===== config.mk =====
export PLATFORM = sky130hd
export DESIGN_NAME = dew_ctrl
export DESIGN_NICKNAME = d
export VERILOG_FILES = /design/src/dew_pkg.sv /design/src/dew_sync.sv /design/src/dew_ctrl.sv
export SDC_FILE = /design/constraint.sdc
export NUM_CORES = 1
export LEC_CHECK = 0
export BUFFER_PORTS_ARGS = -buffer_cell sky130_fd_sc_hd__buf_2
export CORE_UTILIZATION = 55
export DETAILED_ROUTE_END_ITERATION = 6
export PLACE_DENSITY = 0.89
export SLEW_MARGIN = 15
export SYNTH_ARGS = -nofsm -noshare
export SYNTH_HDL_FRONTEND = slang
export SYNTH_SLANG_ARGS = --single-unit

===== constraint.sdc =====
create_clock -name clock -period 4.1 [get_ports clock]
set_input_delay 1.025 -clock clock [delete_from_list [all_inputs] [get_ports clock]]
set_output_delay 1.025 -clock clock [all_outputs]
set_load 0.01 [all_outputs]

===== src/dew_pkg.sv =====
// Package: constants and carrier types for the data EEPROM write controller
package dew_pkg;
  // ==================================================
  // Address split
  localparam int DEW_PAGE_W = 5;
  localparam int DEW_BYTE_W = 4;
  localparam int DEW_ADDR_W = DEW_PAGE_W + DEW_BYTE_W;
  localparam int DEW_DATA_W = 8;
  localparam int DEW_PAGE_BYTES = 16;
  localparam logic [DEW_BYTE_W-1:0] DEW_BYTE_LAST = 4'hF;
  // ==================================================
  // Control register fields
  localparam int DEW_BIT_MODE = 4;
  localparam int DEW_BIT_WEN  = 3;
  localparam int DEW_BIT_WST  = 2;
  localparam logic [7:0] DEW_CTRL_RST = 8'h00;
  localparam logic [7:0] DEW_PTR_RST  = 8'h00;
  localparam logic [7:0] DEW_CTRL_SECTOR = 8'h01;
  // ==================================================
  // Timing
  localparam int DEW_CLK_MHZ   = 40;
  localparam int DEW_ERASE_US  = 2;
  localparam int DEW_ERASE_CYC = DEW_ERASE_US * DEW_CLK_MHZ;

  typedef enum logic [1:0] {
    DEW_IDLE  = 2'b00,
    DEW_ERASE = 2'b01,
    DEW_PROG  = 2'b11
  } dew_state_t;

  // CPU write strobes into the register slots
  typedef struct packed {
    logic                  ctrl_we;
    logic [7:0]            ctrl_wdata;
    logic                  data_we;
    logic [DEW_DATA_W-1:0] data_wdata;
    logic                  addr_we;
    logic [DEW_ADDR_W-1:0] addr_wdata;
  } dew_cpu_wr_t;

  // Request to the array
  typedef struct packed {
    logic                  erase;
    logic                  prog;
    logic                  page;
    logic [DEW_ADDR_W-1:0] addr;
  } dew_nvm_req_t;
endpackage


===== src/dew_sync.sv =====
// Two-stage synchroniser with edge pulse for the timer domain done level
`timescale 1ns/10ps
module dew_sync (
  // Clock and reset
  input  wire logic clock,
  input  wire logic reset_n,
  // Async level and its synced rising edge
  input  wire logic async_in,
  output logic      rise_pulse
);
  logic meta_reg;
  logic sync_reg;
  logic last_reg;

  always_ff @(posedge clock) begin
    if (!reset_n) begin
      meta_reg <= 1'b0;
      sync_reg <= 1'b0;
      last_reg <= 1'b0;
    end else begin
      meta_reg <= async_in;
      sync_reg <= meta_reg;
      last_reg <= sync_reg;
    end
  end

  assign rise_pulse = sync_reg & ~last_reg;
endmodule


===== src/dew_ctrl.sv =====
// Data EEPROM write controller: activation, page buffer, cycle handshake, flags
// Function
// - Mode zero writes the data byte to the high/low address.
// - Start must follow enable in the very next cycle.
// - Start while enable is low is ignored; no cycle begins.
// - Program phase length comes from an asynchronous timer; byte-mode erase counts clock cycles.
// - Hardware clears write_start when the cycle completes.
// - Hardware clears write_enable after the write completes.
// - Byte mode erases the addressed byte before programming it.
// - Mode one writes pages of up to sixteen bytes, same activation.
// - Page buffer cleared at power-on reset.
// - Buffer cleared when write_enable falls, kept when it rises.
// - Upper five address bits pick page, lower four pick byte.
// - In page mode each data write loads buffer and bumps offset.
// - Auto-increment never touches the page-select bits.
// - Offset saturates at 0FH; later data writes are ignored.
// - Power-on clears write_enable.
// - Pointer high bytes reset to zero; control needs sector one.
// - Cycle end sets EEPROM flag and multi-function flag.
// - Vector only when all enables set and stack not full.
// - Servicing clears only multi-function flag; software clears EEPROM flag.
// - Control bits: mode 4, write_enable 3, write_start 2.
`timescale 1ns/10ps
module dew_ctrl
  import dew_pkg::*;
#(
  parameter int PAGE_BYTES = DEW_PAGE_BYTES
) (
  // Clock and reset
  input  wire logic                          clock,
  input  wire logic                          reset_n,
  // CPU register writes and pointer
  input  wire dew_pkg::dew_cpu_wr_t          cpu_wr,
  input  wire logic                          ptr_we,
  input  wire logic [7:0]                    ptr_wdata,
  // Interrupt controller side
  input  wire logic                          global_int_enable,
  input  wire logic                          eeprom_int_enable,
  input  wire logic                          mf_int_enable,
  input  wire logic                          stack_full,
  input  wire logic                          int_ack,
  input  wire logic                          eeprom_flag_clr,
  // Asynchronous timer done level
  input  wire logic                          timer_done,
  // Status and control views
  output logic [7:0]                         eeprom_ctrl_reg,
  output logic [7:0]                         mem_ptr1_high,
  output logic [dew_pkg::DEW_ADDR_W-1:0]     eeprom_addr_reg,
  output logic [dew_pkg::DEW_DATA_W-1:0]     eeprom_data_reg,
  output logic                               eeprom_int_flag,
  output logic                               mf_int_flag,
  output logic                               int_vector_req,
  // Array request
  output dew_pkg::dew_nvm_req_t              nvm_req,
  output logic [dew_pkg::DEW_DATA_W-1:0]     nvm_wdata,
  output logic [PAGE_BYTES*dew_pkg::DEW_DATA_W-1:0] page_buf_out,
  output logic [PAGE_BYTES-1:0]              page_tag_out
);
  import dew_pkg::*;

  logic [DEW_DATA_W-1:0] buf_mem [PAGE_BYTES];
  logic [PAGE_BYTES-1:0] tag_reg;
  logic                  mode_reg;
  logic                  wen_reg;
  logic                  wst_reg;
  logic                  wen_prev_reg;
  logic                  done_pulse;
  logic                  arm_reg;
  logic                  sel_ok;
  logic                  set_wen;
  logic                  set_wst;
  logic                  activate;
  logic [7:0]            erase_cnt_reg;
  dew_state_t            state_reg;

  // ==================================================
  // Timer completion crossing
  dew_sync u_sync (
    .clock      (clock),
    .reset_n    (reset_n),
    .async_in   (timer_done),
    .rise_pulse (done_pulse)
  );

  // ==================================================
  // Sector pointer
  always_ff @(posedge clock) begin
    if (!reset_n) mem_ptr1_high <= DEW_PTR_RST;
    else if (ptr_we) mem_ptr1_high <= ptr_wdata;
  end

  assign sel_ok  = (mem_ptr1_high == DEW_CTRL_SECTOR);
  assign set_wen = sel_ok & cpu_wr.ctrl_we & cpu_wr.ctrl_wdata[DEW_BIT_WEN];
  assign set_wst = sel_ok & cpu_wr.ctrl_we & cpu_wr.ctrl_wdata[DEW_BIT_WST];
  assign activate = set_wst & arm_reg & wen_reg & ~wst_reg;

  // ==================================================
  // Activation window
  always_ff @(posedge clock) begin
    if (!reset_n) arm_reg <= 1'b0;
    else arm_reg <= set_wen & ~cpu_wr.ctrl_wdata[DEW_BIT_WST];
  end

  // ==================================================
  // Control bits
  always_ff @(posedge clock) begin
    if (!reset_n) begin
      mode_reg <= DEW_CTRL_RST[DEW_BIT_MODE];
      wen_reg  <= DEW_CTRL_RST[DEW_BIT_WEN];
      wst_reg  <= DEW_CTRL_RST[DEW_BIT_WST];
    end else if (wst_reg) begin
      if (done_pulse) begin
        wst_reg <= 1'b0;
        wen_reg <= 1'b0;
      end
    end else if (sel_ok && cpu_wr.ctrl_we) begin
      mode_reg <= cpu_wr.ctrl_wdata[DEW_BIT_MODE];
      wen_reg  <= cpu_wr.ctrl_wdata[DEW_BIT_WEN];
      if (activate) wst_reg <= 1'b1;
      else if (arm_reg) wen_reg <= 1'b0;
    end else if (arm_reg) begin
      wen_reg <= 1'b0;
    end
  end

  always_ff @(posedge clock) begin
    if (!reset_n) wen_prev_reg <= 1'b0;
    else wen_prev_reg <= wen_reg;
  end

  // ==================================================
  // Address and data registers
  always_ff @(posedge clock) begin
    if (!reset_n) begin
      eeprom_addr_reg <= '0;
      eeprom_data_reg <= '0;
    end else if (!wst_reg) begin
      if (cpu_wr.addr_we) eeprom_addr_reg <= cpu_wr.addr_wdata;
      if (cpu_wr.data_we) begin
        eeprom_data_reg <= cpu_wr.data_wdata;
        if (mode_reg && !tag_reg[DEW_BYTE_LAST]
            && eeprom_addr_reg[DEW_BYTE_W-1:0] != DEW_BYTE_LAST)
          eeprom_addr_reg[DEW_BYTE_W-1:0] <=
            eeprom_addr_reg[DEW_BYTE_W-1:0] + 4'h1;
      end
    end
  end

  // ==================================================
  // Page buffer
  always_ff @(posedge clock) begin
    if (!reset_n || (wen_prev_reg && !wen_reg)) begin
      tag_reg <= '0;
      for (int i = 0; i < PAGE_BYTES; i++) buf_mem[i] <= '0;
    end else if (!wst_reg && cpu_wr.data_we && mode_reg
                 && !tag_reg[DEW_BYTE_LAST]) begin
      buf_mem[eeprom_addr_reg[DEW_BYTE_W-1:0]] <= cpu_wr.data_wdata;
      tag_reg[eeprom_addr_reg[DEW_BYTE_W-1:0]] <= 1'b1;
    end
  end

  // ==================================================
  // Cycle sequencer
  always_ff @(posedge clock) begin
    if (!reset_n) begin
      state_reg     <= DEW_IDLE;
      erase_cnt_reg <= '0;
    end else begin
      unique case (state_reg)
        DEW_IDLE: begin
          if (activate) begin
            state_reg     <= mode_reg ? DEW_PROG : DEW_ERASE;
            erase_cnt_reg <= 8'(DEW_ERASE_CYC);
          end
        end
        DEW_ERASE: begin
          if (erase_cnt_reg == 8'h01) state_reg <= DEW_PROG;
          erase_cnt_reg <= erase_cnt_reg - 8'h01;
        end
        DEW_PROG: begin
          if (done_pulse) state_reg <= DEW_IDLE;
        end
        default: state_reg <= DEW_IDLE;
      endcase
    end
  end

  // ==================================================
  // Array request outputs
  always_ff @(posedge clock) begin
    if (!reset_n) begin
      nvm_req      <= '0;
      nvm_wdata    <= '0;
      page_tag_out <= '0;
      page_buf_out <= '0;
    end else begin
      nvm_req.erase <= (state_reg == DEW_ERASE);
      nvm_req.prog  <= (state_reg == DEW_PROG);
      nvm_req.page  <= mode_reg;
      nvm_req.addr  <= eeprom_addr_reg;
      nvm_wdata     <= eeprom_data_reg;
      page_tag_out  <= tag_reg;
      for (int i = 0; i < PAGE_BYTES; i++)
        page_buf_out[i*DEW_DATA_W +: DEW_DATA_W] <= buf_mem[i];
    end
  end

  always_ff @(posedge clock) begin
    if (!reset_n) eeprom_ctrl_reg <= DEW_CTRL_RST;
    else eeprom_ctrl_reg <= {3'h0, mode_reg, wen_reg, wst_reg, 2'h0};
  end

  // ==================================================
  // Interrupt flags
  always_ff @(posedge clock) begin
    if (!reset_n) begin
      eeprom_int_flag <= 1'b0;
      mf_int_flag     <= 1'b0;
      int_vector_req  <= 1'b0;
    end else begin
      if (done_pulse && wst_reg) begin
        eeprom_int_flag <= 1'b1;
        mf_int_flag     <= 1'b1;
      end else begin
        if (eeprom_flag_clr) eeprom_int_flag <= 1'b0;
        if (int_ack) mf_int_flag <= 1'b0;
      end
      int_vector_req <= global_int_enable & eeprom_int_enable & mf_int_enable
                        & ~stack_full & mf_int_flag & ~int_ack;
    end
  end

  // ==================================================
  // Checks
  property p_ignore_start;
    @(posedge clock) disable iff (!reset_n)
      (set_wst && !arm_reg && !wst_reg) |=> !wst_reg;
  endproperty
  a_ignore_start: assert property (p_ignore_start) else $error("start taken without enable");

  property p_done_clears;
    @(posedge clock) disable iff (!reset_n)
      (done_pulse && wst_reg) |=> (!wst_reg && !wen_reg);
  endproperty
  a_done_clears: assert property (p_done_clears) else $error("done left bits set");

  property p_flags_set;
    @(posedge clock) disable iff (!reset_n)
      (done_pulse && wst_reg) |=> (eeprom_int_flag && mf_int_flag);
  endproperty
  a_flags_set: assert property (p_flags_set) else $error("flags not set on done");

  property p_wen_fall_clr;
    @(posedge clock) disable iff (!reset_n)
      (wen_prev_reg && !wen_reg) |=> (tag_reg == '0);
  endproperty
  a_wen_fall_clr: assert property (p_wen_fall_clr) else $error("buffer kept on fall");

  property p_page_keep;
    @(posedge clock) disable iff (!reset_n)
      (cpu_wr.data_we && !cpu_wr.addr_we)
        |=> eeprom_addr_reg[DEW_ADDR_W-1:DEW_BYTE_W]
            == $past(eeprom_addr_reg[DEW_ADDR_W-1:DEW_BYTE_W]);
  endproperty
  a_page_keep: assert property (p_page_keep) else $error("page bits changed");

  property p_saturate;
    @(posedge clock) disable iff (!reset_n)
      (eeprom_addr_reg[DEW_BYTE_W-1:0] == DEW_BYTE_LAST && !cpu_wr.addr_we)
        |=> eeprom_addr_reg[DEW_BYTE_W-1:0] == DEW_BYTE_LAST;
  endproperty
  a_saturate: assert property (p_saturate) else $error("offset wrapped");

  property p_byte_erase;
    @(posedge clock) disable iff (!reset_n)
      (activate && !mode_reg) |=> state_reg == DEW_ERASE ##1 nvm_req.erase;
  endproperty
  a_byte_erase: assert property (p_byte_erase) else $error("no erase before program");

  property p_vector;
    @(posedge clock) disable iff (!reset_n)
      int_vector_req |-> $past(global_int_enable && eeprom_int_enable && !stack_full);
  endproperty
  a_vector: assert property (p_vector) else $error("vector without enables");

  property p_sector;
    @(posedge clock) disable iff (!reset_n)
      !sel_ok |=> $stable(mode_reg);
  endproperty
  a_sector: assert property (p_sector) else $error("control changed off sector");

  property p_page_direct;
    @(posedge clock) disable iff (!reset_n)
      (activate && mode_reg) |=> state_reg == DEW_PROG;
  endproperty
  a_page_direct: assert property (p_page_direct) else $error("page write not started");

  property p_ack_clear;
    @(posedge clock) disable iff (!reset_n)
      (int_ack && !(done_pulse && wst_reg)) |=> !mf_int_flag;
  endproperty
  a_ack_clear: assert property (p_ack_clear) else $error("service left flag set");
endmodule


Word-level counts from Yosys, hierarchy flattened:

Memories as Yosys holds them, arrays and structs flattened. A register that Yosys moved wholly into a read port is not among the register bits.
Cells that the tools add are included.
Widths: inputs -> output; s select.

* flip-flop bits (word level): 106
* memory bits (writable): 128
* input port bits: 46
* output and inout bits: 200
* word-level logic and storage cells: 135
* memories kept: 1

Memories
* buf_mem: depth 16, bits a word 8, read ports 16, clocked after Yosys merged registers in 16, wr ports 16, line dew_ctrl.sv:61 `logic [DEW_DATA_W-1:0] buf_mem [PAGE_BYTES];`

* add/sub/neg operators: 2
* magnitude comparators: 2
* equality and inequality tests: 9
* muxes and demuxes: 34
* bitwise operators: 19
* reductions and logical operators: 42

Operator list (count)
* $mux 1: 21
* $logic_not 1->1: 20
* $eq 8x1->1 const B: 2
* $mux 4: 4
* $mux 8: 2
* $or 16x16->16: 1
* $pmux 8 s2: 1
* $and 1x1->1: 13
* $reduce_and 2->1: 5
* $logic_and 1x1->1: 9
* $mux 2: 4
* $reduce_or 8->1: 1
* $sub 8x1->8 const B: 1
* $ne 2x2->1 const B: 3
* $pmux 2 s3: 1
* $reduce_bool 2->1: 3
* $lt 4x5->1 const B: 1
* $not 1->1: 5
* $add 4x1->4 const B: 1
* $demux 1 s4: 1
* $ge 4x1->1 const B: 1
* $ne 4x4->1 const B: 1
* $reduce_and 3->1: 1
* $reduce_bool 3->1: 1
* other kinds (5): 5

Longest topological paths before layout:

Gate-level depths: netlist (run 1).

* depth after elaboration: 9
* mapped depth: 5
* gate-level depth less buffers: 5

Cells and area by module:

From an unflattened synthesis (run 1), not the netlist that was laid out.

* cells, all modules: 922
* area total of the unflattened synthesis: 12022.8 um^2

Modules (own cells, without submodules)
* dew_ctrl: times used 1, cells each 915, area an instance 11930.2 um^2, seq. area each 8328.0 um^2
* dew_sync: times used 1, cells each 7, area an instance 92.6 um^2, seq. area each 60.1 um^2

Worst setup path after synthesis (run 1):

No wires, ideal clock.

* path type: input to register
* start point: input port cpu_wr[18] (netlist name)
* end point: memory buf_mem[11][0] (enable)
* library setup time: 0.384 ns
* arrival time: 2.202 ns
* data required time: 3.716 ns
* slack: 1.514 ns
* stages: 3
* buffers on the path: 0
* cell sequence: and4bb_2 > nand4_2 > o21ai_0

RTL lines
* from (decl): line dew_ctrl.sv:33 `input wire dew_pkg::dew_cpu_wr_t cpu_wr,`
* to (decl): line dew_ctrl.sv:61

==> impl_metrics.py, run 1 <==
metrics = {
    "clocking": {
        "ctsResizeCount": 0,
        "clkTransAtPathRegs_ns": 0.06,
        "cts_tree": "yes",
        "cts_setup_buffers": 0,
        "htreeDepth": 2,
        "hold_buffers": 0,
        "insertion_delay_ns": 0.52,
        "cts_sinks": 355,
        "cts_buffers": 35,
        "root_buffer": "clkbuf_16",
        "clk_path_buf_depth": 3,
    },
    "yosys": {
        "synth_area_leaders": "dfxtp_1 38%, edfxtp_1 32%, and2_1 15%, mux2i_1 1.6%, clkbuf_1 1.2%",
        "avgSynthCellArea_um2": 12.8,
        "yosysMostFrequentCell": "and2_1",
        "synth_cell_types": 53,
        "synth_flop_cell": "dfxtp_1",
        "synth_top_area_cell": "dfxtp_1",
        "yosysSeqAreaShare_pct": 69.8,
        "synth_commonest_cells": "292 x and2_1, 227 x dfxtp_1, 128 x edfxtp_1",
        "syn-instance-count": 939,
        "synth-warning-count": 0,
        "synth_edf_count": 128,
        "synth.ff_latch_count": 355,
        "synth.top_cell.area_share_pct": 37.8,
        "async_flop_share_pct": 0,
        "synth_area_mm2": 0.0120,
    },
    "floorplan": {
        "die_area_mm2": 0.0224,
        "io-pin-count": 246,
        "core_mm2": 0.0212,
        "fp.dieH_um": 150,
        "fp.dieW_um": 150,
        "start_util_pct": 56.6,
        "num_rows": 53,
    },
    "setup_path": {
        "critPathArrivalTime_ns": 2.76,
        "cp-start-kind": "input port",
        "path_max_fanout": 10,
        "path_class": "input port to register",
        "critPathBufInv": 1,
        "crit_required_ns": 4.28,
        "slowest_stage": "nor3_2",
        "crit_chain": "buf_2 > and4bb_2 > nand4_2 > nor3_2 > nand2b_1",
        "max_stage_delay_ns": 0.53,
        "critPathCaptureType": "register",
        "cp_top_family": "simple AND/OR/NAND/NOR gates",
    },
    "drt": {
        "first_iter_violations": 332,
        "wl_per_cell_um": 17.3,
        "antenna_left": 0,
        "wl_mm": 25.7,
        "firstDrtPassIters": 5,
        "vias_per_cell": 5.05,
        "via_count": 7484,
        "drc": 0,
    },
    "sta": {
        "fin_ws_ns": 1.51,
        "fmax_mhz": 387,
        "rsz0062_at_grt": "no",
        "maxSlewViolCount": 0,
        "worst_slew_pin_slew_ns": 1.07,
        "fin_skew_ns": 0.0155,
        "final_hold_viol_count": 0,
        "timing.final.crit_period_ns": 2.59,
        "slew_headroom_pct": 28.3,
        "fin_crit_sh_pct": 63.1,
        "setup_viol": 0,
        "finalSetupTns_ns": 0,
    },
    "placed_design": {
        "place_ws_ns": 0.928,
        "io_buffers": 235,
        "hpwl_mm": 17.1,
        "gp_congestion": 0.821,
    },
    "final_layout": {
        "antenna_cells": 0,
        "reg_top3": "buf_mem (128), page_buf_out (128)",
        "drive_gt1_share_pct": 26.6,
        "syn_to_final_growth_pct": 21.0,
        "layout.nets": 1232,
    },
    "power_and_ir_drop": {
        "power_leakage_nw": 6.56,
        "ir_worst_vdd_v": 0.000268,
        "p_per_area_mw_per_mm2": 492,
    },
    "global_route": {
        "grt_pass1_vias": 7406,
        "grtUsageTotal_pct": 23.1,
        "grt_max_degree": 141,
        "antenna_found_initial": 0,
        "grt_remaining_overflow": 0,
        "grt_pass1_wl_mm": 39.1,
    },
    "min_path": {
        "hold_path.class": "register to register",
    },
    "outcome": {
        "outcome": "finished, final reports clean",
    },
    "run": {
        "drv_cap": 0,
    },
}
cells by family after synthesis:
group           share of synthesized area [%]
simple gates                             21.2
buf+inv                                  2.21
other cells                            0.0312
fa+ha+maj                               0.625
mux                                      1.58
compound gates                           4.52
flops                                    69.8
path summary, 6_finish.rpt:
path	cells after the start	end	slack, ns	start
setup / recovery	5	buf_mem[0][3]	1.51	cpu_wr[18]
hold / removal	1	page_buf_out[87]	0.43	buf_mem[10][7]
setup reg to reg	4	buf_mem[0][3]	1.53	wst_reg
hold reg to reg	1	page_buf_out[87]	0.43	buf_mem[10][7]
cell type report:
cell class / count / area [um2]
Fill cell: 1458 / 6680
Multi-Input combinational cell: 525 / 3380
Clock inverter: 18 / 166
Sequential cell: 355 / 8390
Timing Repair Buffer: 249 / 1280
Tap cell: 275 / 344
Inverter: 14 / 52.6
Clock buffer: 45 / 923
cell usage in the layout, fill, tap and decap left out, types with 2 or more instances in the layout:
master,netlist,routed
ha_1,6,6
nand4_2,3,3
inv_1,14,14
nand2_1,30,30
nand3_1,6,6
clkinv_8,0,2
dfxtp_1,227,227
buf_4,7,15
o21ai_0,16,15
a31oi_1,2,2
buf_2,2,234
clkinv_2,0,8
nor3_2,4,4
mux2i_1,19,19
clkbuf_1,39,9
a21oi_1,19,19
nand4_4,2,2
nor2_2,3,3
edfxtp_1,128,128
o211a_1,2,2
conb_1,1,5
and2_1,292,292
nor3_1,3,3
o211ai_1,8,8
and3_1,5,5
nand2b_1,12,12
nor2_1,36,36
a21o_1,16,16
o221a_2,3,3
clkbuf_16,0,35
nor2b_1,3,3
and4b_1,2,2
clkinv_1,0,3
nand4_1,3,3
bufinv_16,0,2
o21a_1,3,3
a21boi_0,2,2
report_power, final:
| part | leakage (nW) | internal [mW] | switching [mW] | total, mW |
|---|---|---|---|---|
| logic | 2.84 | 0.120 | 0.200 | 0.319 |
| registers | 3.18 | 3.76 | 0.0487 | 3.80 |
| clock network | 0.536 | 1.74 | 1.30 | 3.03 |
worst register-to-register path, delay by kind of cell (launching register included):
| kind | cells | cell delay, ns |
|---|---|---|
| DFF | 1 | 0.48 |
| and+or+nand+nor | 4 | 1.75 |
layer usage:
metal / vias up / GRT usage, % / share of wire (%)
met5: - / 0 / 0
met4: 0 / 8.89 / 2.7
met3: 54 / 5.09 / 6.6
met2: 273 / 40.0 / 50
met1: 3560 / 28.0 / 41
li1: 3597 / - / -
per-stage QoR:
step / area, um2 / hold slack (ns) / utilization [%] / power [mW] / std cells
after floorplan: 12000 / 0.412 / - / 4.04 / 943
after global placement: 13400 / 0.426 / 63.4 / 4.19 / 1418
after detailed placement: 13400 / 0.433 / 63.4 / 4.20 / 1418
after CTS: 14500 / 0.442 / 68.5 / 7.21 / 1481
after global routing: 14500 / 0.452 / 68.5 / 7.38 / 1481
final: 14500 / 0.434 / 68.5 / 7.16 / 1481
No activity file was read; power rests on OpenSTA's default activity.
==> inputs of run 2 (changes only) <==
ABC_AREA = 1   (was unset)
CORE_UTILIZATION = 54   (was 55)
PLACE_DENSITY = 0.88   (was 0.89)
clock period = 2.4 ns   (was 4.1 ns; I/O delays follow)
==> run 2 against run 1 <==
Effect of this change:
- clock skew rose by 0.011 ns
- clock power rose by 77%
- die area rose by 0.11%
- register-to-register slack got worse by 1.0 ns
- critical path type is now register to register
- count of clock-buffer cells in the layout rose by 11
- synthesized area fell by 1.7%
==> impl_metrics.py, run 2 <==
metrics = {
    "outcome": {
        "outcome": "finished, final reports clean",
    },
    "clocking": {
        "insertion_delay_ns": 0.52,
        "cts_setup_buffers": 0,
        "clk_path_buf_depth": 3,
        "ctsResizeCount": 0,
        "cts_buffers": 35,
        "hold_buffers": 0,
        "cts_sinks": 355,
        "htreeDepth": 2,
        "cts_tree": "yes",
        "clkTransAtPathRegs_ns": 0.06,
        "root_buffer": "clkbuf_16",
    },
    "yosys": {
        "yosysMostFrequentCell": "nand2_1",
        "synth.top_cell.area_share_pct": 38.5,
        "synth_edf_count": 128,
        "synth_area_mm2": 0.0118,
        "synth_top_area_cell": "dfxtp_1",
        "synth_flop_cell": "dfxtp_1",
        "yosysSeqAreaShare_pct": 71.0,
        "async_flop_share_pct": 0,
        "synth-warning-count": 0,
        "syn-instance-count": 1168,
        "avgSynthCellArea_um2": 10.1,
        "synth.ff_latch_count": 355,
        "synth_commonest_cells": "251 x nand2_1, 227 x dfxtp_1, 201 x inv_1",
        "synth_cell_types": 33,
        "synth_area_leaders": "dfxtp_1 38%, edfxtp_1 33%, nand2_1 8.0%, inv_1 6.4%, nor2_1 5.5%",
    },
    "sta": {
        "rsz0062_at_grt": "no",
        "worst_slew_pin_slew_ns": 0.891,
        "slew_headroom_pct": 40.6,
        "maxSlewViolCount": 0,
        "fin_crit_sh_pct": 79.5,
        "fin_skew_ns": 0.0268,
        "final_hold_viol_count": 0,
        "finalSetupTns_ns": 0,
        "setup_viol": 0,
        "timing.final.crit_period_ns": 1.91,
        "fmax_mhz": 524,
        "holdWs_ns": 0.259,
    },
    "drt": {
        "first_iter_violations": 641,
        "vias_per_cell": 4.87,
        "wl_per_cell_um": 15.3,
        "antenna_left": 0,
        "via_count": 8364,
        "wl_mm": 26.2,
        "drc": 0,
        "firstDrtPassIters": 5,
    },
    "placed_design": {
        "io_buffers": 235,
        "gp_congestion": 0.814,
        "dpl_cell_area_mm2": 0.0133,
        "hpwl_mm": 16.7,
    },
    "global_route": {
        "grt_remaining_overflow": 0,
        "antenna_found_initial": 0,
        "grtUsageTotal_pct": 23.7,
        "grt_pass1_wl_mm": 40.9,
        "grt_max_degree": 197,
        "grt_pass1_vias": 7964,
    },
    "power_and_ir_drop": {
        "power_leakage_nw": 7.75,
        "p_per_area_mw_per_mm2": 878,
        "finalPower_mw": 12.7,
        "ir_worst_vdd_v": 0.000515,
    },
    "min_path": {
        "hold_path.class": "input port to register",
    },
    "setup_path": {
        "reg2reg_slack_ns": 0.49,
        "critPathArrivalTime_ns": 2.08,
        "path_max_fanout": 10,
        "cp-start-kind": "register",
        "path_class": "register to register",
        "crit_required_ns": 2.57,
        "critPathCaptureType": "register",
    },
    "final_layout": {
        "reg_top3": "buf_mem (128), page_buf_out (128)",
        "postLayoutCoreUtil_pct": 68.0,
        "finish.instance_area_mm2": 0.0144,
        "layout.nets": 1467,
        "final_common_cell": "nand2_1",
        "syn_to_final_growth_pct": 22.2,
        "seq_area_mm2": 0.00839,
        "final_cell_mix": "251 x nand2_1, 234 x buf_2, 227 x dfxtp_1, 201 x inv_1, 174 x nor2_1",
        "multiInputGateArea_mm2": 0.00243,
        "antenna_cells": 0,
        "drive_gt1_share_pct": 23.0,
        "fillers": 1500,
    },
    "floorplan": {
        "start_util_pct": 55.7,
        "core_mm2": 0.0212,
        "fp.dieH_um": 150,
        "fp.dieW_um": 150,
        "die_area_mm2": 0.0225,
        "num_rows": 53,
        "io-pin-count": 246,
    },
    "run": {
        "drv_cap": 0,
    },
}
[run 2: cell count changes after synthesis, sizes merged, moves of 7 or more]
cell / change
a21o: -16
and2: -292
clkbuf: -9
clkinv: +9
inv: +190
mux2i: -19
nand2: +235
nand2b: -12
nand3: +21
nor2: +138
o211ai: -7
o21ai: +14
[run 2: layer usage]
layer  vias to the layer above  part of all wire (%)  track usage [%]  wire [um]
met5                         -                     0                0          0
met4                         0                   2.4             8.69        641
met3                        48                   8.7             5.27       2290
met2                       389                    50             40.4      13100
met1                      3898                    39             29.3      10200
li1                       4029                     -                -          -
[run 2: kinds of logic after synthesis]
family	share of synthesized area [%]
flip-flops	71.0
buffers and inverters	8.55
AO/OA/AOI/OAI	2.71
other	0.0317
adder cells (fa/ha/maj)	0.636
AND/OR/NAND/NOR	16.9
XOR/XNOR	0.148
[run 2: layout make-up]
type,instances,area share [%]
Multi-Input combinational cell,558,16.8
Clock buffer,56,7.32
Tap cell,275,2.38
Sequential cell,355,58.1
Inverter,213,5.54
Timing Repair Buffer,252,9.16
Clock inverter,8,0.650
[run 2: stage by stage]
step,setup WS (ns),cells
floorplan,0.474,1172
global placement,0.330,1653
detailed placement,0.256,1653
CTS,0.507,1717
global route,0.332,1717
finish,0.493,1717
[run 2: report_power, final]
part / switching (mW) / internal, mW / leakage, nW
registers: 0.105 / 6.46 / 3.19
logic: 0.504 / 0.256 / 4.01
clock network: 2.20 / 3.15 / 0.562
total: 2.81 / 9.87 / 7.75
[run 2: worst max-delay path, stage by stage, from the launching register on]
cell,delay [ns]
dfxtp_1,0.47
ha_1,0.44
nand2_1,0.16
inv_1,0.09
nand2_2,0.14
nand2_1,0.29
[run 2: final timing paths]
kind | cells after the start | end | startpoint
hold reg to reg | 2 | u_sync.sync_reg | u_sync.meta_reg
hold / removal | 2 | int_vector_req | stack_full
setup reg to reg | 5 | buf_mem[15][0] | eeprom_addr_reg[0]
setup / recovery | 5 | buf_mem[15][0] | eeprom_addr_reg[0]
